**config.mk**
```make
export PLATFORM = sky130hd
export DESIGN_NAME = wake_ctrl
export DESIGN_NICKNAME = d
export VERILOG_FILES = /design/src/verilog/wake_ctrl_pkg.sv /design/src/verilog/wake_ctrl.sv /design/src/verilog/prio_select.sv
export SDC_FILE = /design/constraint.sdc
export NUM_CORES = 1
export LEC_CHECK = 0
export ABC_AREA = 1
export BUFFER_PORTS_ARGS = -buffer_cell sky130_fd_sc_hd__buf_2
export CAP_MARGIN = 5
export CORE_ASPECT_RATIO = 1.5
export CORE_MARGIN = 2
export CORE_UTILIZATION = 60
export CTS_BUF_LIST = sky130_fd_sc_hd__clkbuf_8
export DETAILED_ROUTE_END_ITERATION = 8
export PLACE_DENSITY_LB_ADDON = 0.08
export SYNTH_ARGS = -nofsm -noshare
export SYNTH_HDL_FRONTEND = slang
export SYNTH_SLANG_ARGS = --single-unit
```
**constraint.sdc**
```tcl
create_clock -name clk_i -period 11.8 [get_ports clk_i]
set_input_delay 0.59 -clock clk_i [delete_from_list [all_inputs] [get_ports clk_i]]
set_output_delay 0.59 -clock clk_i [all_outputs]
set_load 0.005 [all_outputs]
```
**src/verilog/wake_ctrl_pkg.sv**
```systemverilog
// Constants and types shared by the interrupt wake and debug control block.
package wake_ctrl_pkg;

    // ------------------------------------------------------------------
    // Sizes
    // ------------------------------------------------------------------
    localparam int NUM_SRC        = 8;
    localparam int SRC_ID_W       = 3;
    localparam int PRIO_W         = 3;
    localparam int PRIO_STRIDE    = 4;
    localparam int TIMER_W        = 32;

    // ------------------------------------------------------------------
    // Register byte offsets (word index in address bits 4:2)
    // ------------------------------------------------------------------
    localparam logic [4:0] OFS_CTRL    = 5'h00;
    localparam logic [4:0] OFS_RELOAD  = 5'h04;
    localparam logic [4:0] OFS_TIMER   = 5'h08;
    localparam logic [4:0] OFS_ENABLE  = 5'h0c;
    localparam logic [4:0] OFS_PRIO    = 5'h10;
    localparam logic [4:0] OFS_PEND    = 5'h14;
    localparam logic [4:0] OFS_STATUS  = 5'h18;

    // ------------------------------------------------------------------
    // Field positions
    // ------------------------------------------------------------------
    localparam int CTRL_TPC_LSB    = 0;
    localparam int CTRL_FREEZE_BIT = 14;
    localparam int STAT_PM_LSB     = 0;
    localparam int STAT_TMR_LSB    = 4;
    localparam int STAT_ID_LSB     = 8;
    localparam int STAT_PRIO_LSB   = 12;
    localparam int STAT_ANY_BIT    = 16;

    // ------------------------------------------------------------------
    // Reset values
    // ------------------------------------------------------------------
    localparam logic [PRIO_W-1:0]  RST_TPC    = 3'h0;
    localparam logic [TIMER_W-1:0] RST_RELOAD = 32'h0000_0000;
    localparam logic [NUM_SRC-1:0] RST_ENABLE = 8'h00;
    localparam logic [31:0]        RST_PRIO   = 32'h0000_0000;
    localparam logic [31:0]        RST_ZERO   = 32'h0000_0000;

    // ------------------------------------------------------------------
    // Enumerations
    // ------------------------------------------------------------------
    typedef enum logic [1:0]
    {
        PM_RUN   = 2'b00,
        PM_IDLE  = 2'b01,
        PM_SLEEP = 2'b10
    } power_mode_t;

    typedef enum logic [1:0]
    {
        TMR_OFF      = 2'b00,
        TMR_COUNT    = 2'b01,
        TMR_RELEASED = 2'b10
    } tmr_state_t;

endpackage

```
**src/verilog/wake_ctrl.sv**
```systemverilog
// Interrupt wake, coalescing and debug hold control with a Wishbone slave.
//
// Summary of operation
// - Every register returns to its reset value on any device, power-on or watchdog reset.
// - In Sleep only sources still running in Sleep are accepted.
// - Disabled or zero-priority requests are ignored and never change power state.
// - In Sleep, enabled request above processor priority wakes device to Run.
// - In Sleep, coalesced low request goes to Idle, then Run after timeout.
// - In Sleep, request at or below processor priority wakes only to Idle.
// - In Idle, request above processor priority moves device to Run.
// - In Idle, coalesced request stays in Idle, withheld until timer expires.
// - In Idle, request at or below processor priority stays pending in Idle.
// - During debug halt no interrupt is delivered; all requests stay pending.
// - After debug exit, pending requests are delivered highest priority first.
// - Freeze bit is accessible only in debug; otherwise reads zero, ignores writes.
// - A freeze write takes effect only at the next debug entry.
// - In debug, freeze reads the state in force at debug entry.
// - At timer expiry the highest priority queued request is presented first.
// - Delivery needs global enable, source enable and non-zero priority.
// - Coalescing priority zero disables the proximity timer entirely.
// - Timer loads 32-bit reload value, counts down, releases queue at zero.
`timescale 1ns/1ps

module wake_ctrl
    import wake_ctrl_pkg::*;
(
    input  wire logic                 clk_i,
    input  wire logic                 rst_i,
    // Wishbone classic slave.
    input  wire logic                 cyc_i,
    input  wire logic                 stb_i,
    input  wire logic                 we_i,
    input  wire logic [4:0]           adr_i,
    input  wire logic [3:0]           sel_i,
    input  wire logic [31:0]          dat_i,
    output logic [31:0]               dat_o,
    output logic                      ack_o,
    // Sources.
    input  wire logic [NUM_SRC-1:0]   src_req_i,
    input  wire logic [NUM_SRC-1:0]   src_sleep_ok_i,
    // Processor core and power manager.
    input  wire logic                 global_ie_i,
    input  wire logic [PRIO_W-1:0]    cpu_ipl_i,
    input  wire logic                 debug_mode_i,
    input  wire logic [1:0]           power_mode_i,
    output logic                      irq_o,
    output logic [SRC_ID_W-1:0]       irq_id_o,
    output logic [PRIO_W-1:0]         irq_prio_o,
    output logic                      wake_idle_o,
    output logic                      wake_run_o,
    output logic                      freeze_o
);

    // ------------------------------------------------------------------
    // Registers
    // ------------------------------------------------------------------
    logic [PRIO_W-1:0]   coalescing_priority_q;
    logic [TIMER_W-1:0]  proximity_reload_value_q;
    logic [TIMER_W-1:0]  proximity_timeout_q;
    logic [NUM_SRC-1:0]  enable_q;
    logic [31:0]         source_priority_regs_q;
    logic [NUM_SRC-1:0]  flag_q;
    logic                freeze_cfg_q;
    logic                freeze_live_q;
    logic                debug_prev_q;
    tmr_state_t          tmr_state_q;
    tmr_state_t          tmr_state_d;
    logic [TIMER_W-1:0]  timer_d;

    // ------------------------------------------------------------------
    // Bus decode
    // ------------------------------------------------------------------
    wire        bus_req    = cyc_i & stb_i & ~ack_o;
    wire        bus_wr     = bus_req & we_i;
    wire        hit_ctrl   = (adr_i == OFS_CTRL);
    wire        hit_reload = (adr_i == OFS_RELOAD);
    wire        hit_enable = (adr_i == OFS_ENABLE);
    wire        hit_prio   = (adr_i == OFS_PRIO);
    wire        hit_pend   = (adr_i == OFS_PEND);
    wire [31:0] byte_mask  = {{8{sel_i[3]}}, {8{sel_i[2]}}, {8{sel_i[1]}}, {8{sel_i[0]}}};
    wire [31:0] wr_data    = dat_i & byte_mask;

    // Control word merged with byte enables so partial writes keep other bytes.
    wire [31:0] ctrl_now   = {17'h00000, freeze_cfg_q, 11'h000, coalescing_priority_q};
    wire [31:0] ctrl_merge = (ctrl_now & ~byte_mask) | wr_data;
    wire [31:0] rel_merge  = (proximity_reload_value_q & ~byte_mask) | wr_data;
    wire [31:0] prio_merge = (source_priority_regs_q & ~byte_mask) | wr_data;
    wire [31:0] en_merge   = ({24'h000000, enable_q} & ~byte_mask) | wr_data;

    // ------------------------------------------------------------------
    // Eligibility and selection
    // ------------------------------------------------------------------
    wire        in_sleep = (power_mode_i == PM_SLEEP);
    wire        in_idle  = (power_mode_i == PM_IDLE);
    logic [NUM_SRC-1:0] elig;

    // One eligibility term per source: a zero priority field or a clear
    // enable hides the request from every decision below.
    genvar g;
    generate
        for (g = 0; g < NUM_SRC; g++)
        begin : g_elig
            assign elig[g] = flag_q[g] & enable_q[g]
                           & (source_priority_regs_q[g*PRIO_STRIDE +: PRIO_W] != '0)
                           & (~in_sleep | src_sleep_ok_i[g]);
        end
    endgenerate

    logic                 best_any;
    logic [SRC_ID_W-1:0]  best_id;
    logic [PRIO_W-1:0]    best_prio;

    prio_select prio_select_inst
    (
        .elig_i (elig),
        .prio_i (source_priority_regs_q),
        .any_o  (best_any),
        .id_o   (best_id),
        .prio_o (best_prio)
    );

    // ------------------------------------------------------------------
    // Coalescing decisions
    // ------------------------------------------------------------------
    // Zero coalescing priority turns the timer off; nothing is held back.
    wire coalesce_on  = (coalescing_priority_q != RST_TPC);
    wire coalesce_hit = coalesce_on & best_any & (best_prio < coalescing_priority_q);
    wire released     = (tmr_state_q == TMR_RELEASED);
    wire held         = coalesce_hit & ~released;
    wire above_ipl    = best_any & (best_prio > cpu_ipl_i);
    wire timer_zero   = (proximity_timeout_q == RST_RELOAD);

    // Delivery needs the core's global enable; debug halt blocks all of it.
    wire deliver      = above_ipl & ~held & global_ie_i & ~debug_mode_i;

    // Run wake: an unheld request above the processor level; once the
    // timer releases, the held request goes to Run as well.
    wire run_cond     = above_ipl & ~held & (in_sleep | in_idle);
    // Idle wake only out of Sleep: at/below level, or held by coalescing.
    wire idle_cond    = in_sleep & best_any & ~run_cond;

    // ------------------------------------------------------------------
    // Proximity timer next state
    // ------------------------------------------------------------------
    // The timer reloads on a coalescing hit while off, counts to zero and
    // then releases the queue until no eligible request remains.
    always_comb
    begin
        tmr_state_d = tmr_state_q;
        timer_d     = proximity_timeout_q;
        case (tmr_state_q)
            TMR_OFF:
            begin
                if (coalesce_hit)
                begin
                    tmr_state_d = TMR_COUNT;
                    timer_d     = proximity_reload_value_q;
                end
            end
            TMR_COUNT:
            begin
                if (!coalesce_on)
                begin
                    tmr_state_d = TMR_OFF;
                end
                else if (timer_zero)
                begin
                    tmr_state_d = TMR_RELEASED;
                end
                else
                begin
                    timer_d = proximity_timeout_q - 32'h0000_0001;
                end
            end
            TMR_RELEASED:
            begin
                // The queue drains in priority order through the selector.
                if (!best_any)
                begin
                    tmr_state_d = TMR_OFF;
                end
            end
            default:
            begin
                tmr_state_d = TMR_OFF;
            end
        endcase
    end

    // ------------------------------------------------------------------
    // Freeze control
    // ------------------------------------------------------------------
    wire debug_entry   = debug_mode_i & ~debug_prev_q;
    wire freeze_wr     = bus_wr & hit_ctrl & debug_mode_i & sel_i[1];
    wire freeze_rd_val = debug_entry ? freeze_cfg_q : (debug_mode_i & freeze_live_q);

    // ------------------------------------------------------------------
    // Read multiplexer
    // ------------------------------------------------------------------
    wire [31:0] rd_ctrl   = {17'h00000, freeze_rd_val, 11'h000, coalescing_priority_q};
    wire [31:0] rd_status = ({31'h0, best_any} << STAT_ANY_BIT)
                          | ({29'h0, best_prio} << STAT_PRIO_LSB)
                          | ({29'h0, best_id} << STAT_ID_LSB)
                          | ({30'h0, tmr_state_q} << STAT_TMR_LSB)
                          | ({30'h0, power_mode_i} << STAT_PM_LSB);
    logic [31:0] rd_data;

    // Unmapped offsets answer with zero data so the bus never hangs.
    always_comb
    begin
        case (adr_i)
            OFS_CTRL:   rd_data = rd_ctrl;
            OFS_RELOAD: rd_data = proximity_reload_value_q;
            OFS_TIMER:  rd_data = proximity_timeout_q;
            OFS_ENABLE: rd_data = {24'h000000, enable_q};
            OFS_PRIO:   rd_data = source_priority_regs_q;
            OFS_PEND:   rd_data = {24'h000000, flag_q};
            OFS_STATUS: rd_data = rd_status;
            default:    rd_data = RST_ZERO;
        endcase
    end

    // ------------------------------------------------------------------
    // Bus answer
    // ------------------------------------------------------------------
    // One wait state: ack comes the edge after the request is seen and
    // drops the next edge, which also spaces back-to-back requests.
    always_ff @(posedge clk_i)
    begin
        if (rst_i)
        begin
            ack_o <= 1'b0;
            dat_o <= RST_ZERO;
        end
        else
        begin
            ack_o <= bus_req;
            dat_o <= bus_req ? rd_data : RST_ZERO;
        end
    end

    // ------------------------------------------------------------------
    // Configuration registers
    // ------------------------------------------------------------------
    // All state goes back to reset values on the shared system reset.
    always_ff @(posedge clk_i)
    begin
        if (rst_i)
        begin
            coalescing_priority_q    <= RST_TPC;
            proximity_reload_value_q <= RST_RELOAD;
            enable_q                 <= RST_ENABLE;
            source_priority_regs_q   <= RST_PRIO;
        end
        else
        begin
            if (bus_wr && hit_ctrl)
            begin
                coalescing_priority_q <= ctrl_merge[CTRL_TPC_LSB +: PRIO_W];
            end
            if (bus_wr && hit_reload)
            begin
                proximity_reload_value_q <= rel_merge;
            end
            if (bus_wr && hit_enable)
            begin
                enable_q <= en_merge[NUM_SRC-1:0];
            end
            if (bus_wr && hit_prio)
            begin
                source_priority_regs_q <= prio_merge;
            end
        end
    end

    // ------------------------------------------------------------------
    // Request flags
    // ------------------------------------------------------------------
    // Flags are write-one-to-clear; a request in the clearing cycle wins,
    // so no event is lost. Delivery never clears a flag: software does it
    // once the cause is gone, otherwise the source would fire again.
    wire [NUM_SRC-1:0] flag_clr = (bus_wr && hit_pend) ? wr_data[NUM_SRC-1:0] : '0;

    always_ff @(posedge clk_i)
    begin
        if (rst_i)
        begin
            flag_q <= '0;
        end
        else
        begin
            flag_q <= (flag_q & ~flag_clr) | src_req_i;
        end
    end

    // ------------------------------------------------------------------
    // Proximity timer registers
    // ------------------------------------------------------------------
    always_ff @(posedge clk_i)
    begin
        if (rst_i)
        begin
            tmr_state_q         <= TMR_OFF;
            proximity_timeout_q <= RST_RELOAD;
        end
        else
        begin
            tmr_state_q         <= tmr_state_d;
            proximity_timeout_q <= timer_d;
        end
    end

    // ------------------------------------------------------------------
    // Freeze registers
    // ------------------------------------------------------------------
    // The written value is only staged; the live copy is taken at debug
    // entry, so a change made in a debug session waits for the next one.
    always_ff @(posedge clk_i)
    begin
        if (rst_i)
        begin
            freeze_cfg_q  <= 1'b0;
            freeze_live_q <= 1'b0;
            debug_prev_q  <= 1'b0;
        end
        else
        begin
            debug_prev_q <= debug_mode_i;
            if (freeze_wr)
            begin
                freeze_cfg_q <= ctrl_merge[CTRL_FREEZE_BIT];
            end
            if (debug_entry)
            begin
                freeze_live_q <= freeze_cfg_q;
            end
        end
    end

    // ------------------------------------------------------------------
    // Outputs to core and power manager
    // ------------------------------------------------------------------
    // The identity and priority follow the selector in every delivery cycle, so after
    // debug exit or timer expiry the highest pending source is shown first.
    always_ff @(posedge clk_i)
    begin
        if (rst_i)
        begin
            irq_o       <= 1'b0;
            irq_id_o    <= '0;
            irq_prio_o  <= '0;
            wake_idle_o <= 1'b0;
            wake_run_o  <= 1'b0;
            freeze_o    <= 1'b0;
        end
        else
        begin
            irq_o       <= deliver;
            irq_id_o    <= deliver ? best_id : '0;
            irq_prio_o  <= deliver ? best_prio : '0;
            wake_idle_o <= idle_cond;
            wake_run_o  <= run_cond;
            freeze_o    <= freeze_rd_val;
        end
    end

endmodule

```
**src/verilog/prio_select.sv**
```systemverilog
// Picks the highest priority eligible source; lowest index wins a tie.
`timescale 1ns/1ps

module prio_select
    import wake_ctrl_pkg::*;
(
    input  wire logic [NUM_SRC-1:0]  elig_i,
    input  wire logic [31:0]         prio_i,
    output logic                     any_o,
    output logic [SRC_ID_W-1:0]      id_o,
    output logic [PRIO_W-1:0]        prio_o
);

    // Linear scan; a strictly higher priority replaces the current pick,
    // so equal priorities keep the lower index.
    always_comb
    begin
        any_o  = 1'b0;
        id_o   = '0;
        prio_o = '0;
        for (int i = 0; i < NUM_SRC; i++)
        begin
            if (elig_i[i] && (!any_o || prio_i[i*PRIO_STRIDE +: PRIO_W] > prio_o))
            begin
                any_o  = 1'b1;
                id_o   = SRC_ID_W'(i);
                prio_o = prio_i[i*PRIO_STRIDE +: PRIO_W];
            end
        end
    end

endmodule

```
Word-level counts from Yosys, hierarchy flattened
Cells that the tools add are included.
{ "totals": {"regBits": 163, "out_inout_bits": 43, "wordCells": 198} }
{ "op_classes": {"add_sub_neg": 1, "n_lt_le_gt_ge": 9, "eq_ne": 15, "muxes": 35, "n_bitwise": 77, "reduce_logical": 43} }
{ "op_table": {"columns": ["cell", "n"], "rows": [
  ["case mux 32 bit (7 select lines)", 1],
  ["AND 32 bit", 3],
  ["two-way mux 32 bit", 3],
  ["bitwise OR 32 bit", 2],
  ["case mux 32 bit (2 select lines)", 1],
  ["AND 1 bit", 42],
  ["two-way mux 3 bit", 12],
  ["zero test 32 bit", 1],
  ["inverter 32 bit", 1],
  ["subtractor 32 x 1 -> 32 bit, second input constant", 1],
  ["nonzero test 3 bit", 9],
  ["greater-than comparator 3 bit", 8],
  ["bitwise OR 17 x 11 -> 17 bit", 1],
  ["bitwise OR 17 x 15 -> 17 bit", 1],
  ["bitwise OR 17 x 2 -> 17 bit", 1],
  ["bitwise OR 17 x 6 -> 17 bit", 1],
  ["AND 8 bit", 2],
  ["bitwise OR 8 bit", 2],
  ["AND 15 bit", 1],
  ["== test 5 bit, second input constant", 3],
  ["bitwise OR 15 bit", 1],
  ["logical AND 1 bit", 12],
  ["two-way mux 2 bit", 6],
  ["== test 5 x 4 -> 1 bit, second input constant", 2],
  ["20 further kinds", 63]
]} }

Depth between registers and ports, before layout
{ "depth": {"ltp_word": 42, "mapped_depth": 81} }

Modules after synthesis
From an unflattened synthesis, not the netlist that was laid out.
{ "hier_totals": {"cells_unflattened": 1302, "hier_area_um2": 8783.4} }
{ "by_module_without_submodules": {"columns": ["mod", "n_inst", "cells_each", "area_per_inst_um2", "seq_area_each_um2"], "rows": [
  ["wake_ctrl", 1, 1131, 7835.0, 3263.1],
  ["prio_select", 1, 171, 948.4, 0.0]
]} }

Worst setup path after synthesis
Ideal clock, no wire load.
{ "synth_timing": {"kind": "input port to flip-flop", "start": "input power_mode_i[0]", "end": "register proximity_timeout_q[31]", "arrival_time_ps": 9232, "slack_ps": 2454, "path_stages": 78, "n_path_buf": 1, "path_cell_list": "inv_1 -> ha_1 -> a21oi_1 -> nand2_1 -> nor2_1 -> inv_1 -> ha_1 -> a21oi_1 -> nand2_1 -> nand2_1 -> nand2_1 -> nand2_1 -> nand2_1 -> and2_1 -> ha_1 -> a21oi_1 -> o21ai_0 -> nand2_1 -> [42 not listed] -> ha_1 -> a21oi_1 -> o21ai_0 -> nand2_1 -> nand2_1 -> nand2_2 -> clkinv_2 -> nand2_1 -> nand2_1 -> inv_1 -> ha_1 -> a2111oi_2 -> nand3_4 -> nand2_4 -> buf_6 -> nand2_1 -> nand2_1 -> nor2_2"} }
{ "synth_via": {"elab_chain_len": 37} }
{ "synth_rtl": {"columns": ["item", "line_no", "text"], "rows": [
  ["from (decl)", "wake_ctrl.sv:45", "input wire logic [1:0] power_mode_i,"],
  ["== test 2 bit *", "wake_ctrl.sv:93", "wire in_sleep = (power_mode_i == PM_SLEEP);"],
  ["inverter 1 bit *", "wake_ctrl.sv:105", "& (~in_sleep | src_sleep_ok_i[g]);"],
  ["bitwise OR 1 bit", "wake_ctrl.sv:105", null],
  ["AND 1 bit", "wake_ctrl.sv:105", null],
  ["two-way mux 3 bit / two-way mux 1 bit (equally long branches)", "prio_select.sv:23", "if (elig_i[i] && (!any_o || prio_i[i*PRIO_STRIDE +: PRIO_W] > prio_o))"],
  ["greater-than comparator 3 bit / zero test 1 bit (equally long branches)", "prio_select.sv:23", null],
  ["logical OR 1 bit", "prio_select.sv:23", null],
  ["logical AND 1 bit", "prio_select.sv:23", null],
  ["[22 not listed]", null, null],
  ["logical OR 1 bit", "prio_select.sv:23", null],
  ["logical AND 1 bit", "prio_select.sv:23", null],
  ["two-way mux 3 bit *", "prio_select.sv:23", null],
  ["net best_prio[2]", "wake_ctrl.sv:111", "logic [PRIO_W-1:0] best_prio;"],
  ["less-than comparator 3 bit *", "wake_ctrl.sv:127", "wire coalesce_hit = coalesce_on & best_any & (best_prio < coalescing_priority_q);"],
  ["AND 1 bit *", "wake_ctrl.sv:127", null],
  ["!= test 2 bit (no line) *", null, null],
  ["AND reduction 4 bit (no line) *", null, null],
  ["to (signal assigned)", "wake_ctrl.sv:309", "proximity_timeout_q <= timer_d;"],
  ["to (decl)", "wake_ctrl.sv:59", "logic [TIMER_W-1:0] proximity_timeout_q;"]
]} }
Mark *: on every way through the listed nets, which the timed path passes. The rest lies on a longest branch.
A chain may end at the register's enable or synchronous reset.

Worst setup path after layout
{ "layout_timing": {"start": "input power_mode_i[0]", "end": "register proximity_timeout_q[1]"} }
Same word-level chain as after synthesis.

==> results by group <==
Run status
  • Status: finished clean

Global routing
  • Largest net degree at the start of global routing: 107
  • Vias in the first global route: 8278
  • All-Layer GR Usage: 36.3%
  • Overflow after GRT: 0
  • First-pass GRT wire length: 41.7 mm
  • Initial antenna violation count: 0

Synthesis
  • Mapped Avg Cell Area: 6.77 um2
  • Post-synth cell types: 50
  • Syn nets: 1347
  • Share of async-settable or async-resettable flops after synthesis: 0%
  • Seq cells post-synth: 163
  • Ys Warns: 0
  • Synth Instances: 1251
  • Mapped Area: 0.00847 mm2
  • Seq/Total Area, Yosys: 38.5%
  • Number of synthesized flops with an enable pin: 0
  • Synth Flop Type: dfxtp_1

Cells and area
  • Area of the multi-input gates: 0.00434 mm2
  • Fin nets: 1445
  • Final Instance Count excl. Fillers: 1527
  • Fill count: 1328
  • FF+latch area: 0.00326 mm2
  • Share of cells above drive strength 1: 14.0%
  • Area Overhead vs Synth: 12.4%
  • ANT cells: 0
  • Fin util: 68.3%

Clock tree
  • Clock sinks: 163
  • CTS tree: done
  • Post-CTS Setup Repair Bufs: 0
  • Hold-fix buffers at CTS: 0
  • H-tree Lvls: 4
  • Worst-path clk slew: 0.09 ns
  • Post-cts resize count: 0
  • Clock buffer depth: 2
  • Clk_lat worst skew: 0.48 ns
  • Clk root buf: clkbuf_8
  • Num CTS Buffers: 17

Routing
  • Vias: 8761
  • DRT Pass-1 Iters: 7
  • Post-route ant nets: 0
  • # DRC: 0
  • Drt wl/cell: 18.1 um
  • WL final: 27.6 mm
  • Vias per Instance: 5.74
  • DRT iter0 DRCs: 644

Critical path
  • Critical path arrival: 10.93 ns
  • Family with the most delay on the worst path: simple AND/OR/NAND/NOR gates
  • Critical Path RT: 12.18 ns
  • Crit-path slowest cell: a2111oi_4
  • Cell with the most instances on the worst path: nand2_1
  • Critical path type: input port to flop
  • Largest stage delay, worst path: 0.60 ns
  • Buf+Inv Stages, Crit Path: 11
  • Crit. End Element: flop
  • Crit Path Max Fanout: 24
  • Critical path launch point type: input port

Timing
  • Max Slew Vio Count: 0
  • Fin crit share: 89.4%
  • # setup viols final: 0
  • Slew @ Worst Pin: 1.06 ns
  • Final Hold Fails: 0
  • RSZ-0062 raised after global routing: no
  • Peak Freq: 0.0948 GHz
  • Post-layout min period: 10.55 ns
  • Max transition margin: 29.0%
  • Worst Clk Skew: 0.0133 ns
  • Fin Setup TNS: 0 ns

Power
  • Clock power frac: 39.4%
  • Design Power: 990 uW
  • Combinational Power Share: 4.5%
  • P_leak: 0.00447 uW
  • Int Power: 738 uW
  • Switching power: 251 uW
  • Sw Ratio: 25.4%
  • PwrDens: 104 mW/mm2
  • VDD IR max: 0.0825 mV
  • Sequential fraction of design power: 56.0%

Floorplan
  • Die Ht: 150 um
  • Ports: 112
  • # rows: 53
  • Starting Density: 60.8%
  • Die Area: 0.0151 mm2
  • Die Width: 101 um
  • Core box area: 0.0139 mm2

Placement
  • Post-Place Cells: 1494
  • PortBufs: 111
  • Final GP Congestion: 0.977
  • Hpwl dp: 20.1 mm

Run
  • Max cap viols: 0

Min path
  • Hold Path Class: input port to flop
power groups by stage:
stage / registers [uW] / clock network, uW / logic, uW
after CTS: 555 / 390 / 44.2
after global placement: 567 / 0 / 43.7
after global routing: 555 / 411 / 49.0
after floorplan: 567 / 0 / 21.0
after detailed placement: 567 / 0 / 44.1
final: 555 / 390 / 45.0
worst min-delay path: cells and delay by family:
kind | cells | cell delay, ns
AOI/OAI and AO/OA | 1 | 0.05
buffers and inverters | 2 | 0.13
through the flow:
stage               setup WS, ns  instance area [um2]  hold WS, ns
finish                      1.25                 9520        0.333
global route               0.133                 9520        0.333
CTS                         1.28                 9500        0.326
detailed placement         0.857                 9130        0.456
global placement            1.18                 9130        0.447
floorplan                   2.45                 8470        0.430
cells in the final DEF (no fill, tap or decap), types with 15 or more instances in the layout:
| master | Yosys | routed |
|---|---|---|
| clkbuf_8 | 0 | 18 |
| nor2_1 | 168 | 165 |
| buf_2 | 9 | 111 |
| o22ai_1 | 20 | 20 |
| inv_1 | 174 | 176 |
| o21ai_0 | 141 | 141 |
| a21oi_1 | 123 | 123 |
| nand3_1 | 57 | 57 |
| nor3_1 | 15 | 15 |
| nand2_1 | 210 | 210 |
| ha_1 | 27 | 27 |
| dfxtp_1 | 163 | 163 |
cells in the mapped netlist (2+ instances only):
master	instances	area, um2
a31oi_1	6	37.5
and2_1	2	12.5
buf_1	2	7.51
nand4_1	2	12.5
buf_2	9	45.0
dfxtp_1	163	3260
nor2_1	168	631
o21ai_0	141	706
clkinv_1	4	15.0
nor2_2	8	50.1
a41oi_1	2	17.5
ha_1	27	338
inv_1	174	653
or2_1	2	12.5
o211ai_1	4	30.0
buf_6	2	22.5
nand2_2	7	43.8
a221oi_1	7	61.3
a211oi_1	6	45.0
o22ai_1	20	125
nand3_1	57	285
inv_2	7	26.3
xor2_1	5	43.8
o221ai_1	11	96.3
a21oi_1	123	616
clkbuf_1	32	120
o21a_1	4	30.0
nand2_1	210	788
nor3_1	15	75.1
o21ai_1	7	35.0
nor3_2	2	20.0
nor4_1	4	25.0
per-layer routing:
metal / vias to the layer above / GRT usage, % / part of all wire (%)
li1: 4302 / - / -
met1: 3891 / 40.1 / 37
met2: 443 / 62.9 / 49
met3: 125 / 7.52 / 7.4
met4: 0 / 22.0 / 6.6
met5: - / 0 / 0
final timing paths:
kind | from | endpoint | slack, ns | depth (start not counted)
hold reg to reg | flop | flop | 0.47 | 2
setup reg to reg | flag_q[0] | proximity_timeout_q[1] | 1.28 | 75
setup / recovery | power_mode_i[0] | proximity_timeout_q[1] | 1.25 | 77
hold / removal | src_req_i[0] | flag_q[0] | 0.33 | 3
cell type report:
class / instances / area share, %
Tap cell: 165 / 2.17
Clock buffer: 18 / 2.60
Timing Repair Buffer: 123 / 6.78
Multi-Input combinational cell: 858 / 45.6
Inverter: 186 / 7.35
Sequential cell: 163 / 34.3
Clock inverter: 14 / 1.20
cell families after synthesis:
logic type	after synthesis	share of synthesized area (%)
compound gates	338	22.1
buf+inv	231	10.6
fa+ha+maj	27	3.99
flops	163	38.5
mux	1	0.133
xor+xnor	6	0.620
simple gates	485	24.0
(Power assumes the default switching activity.)
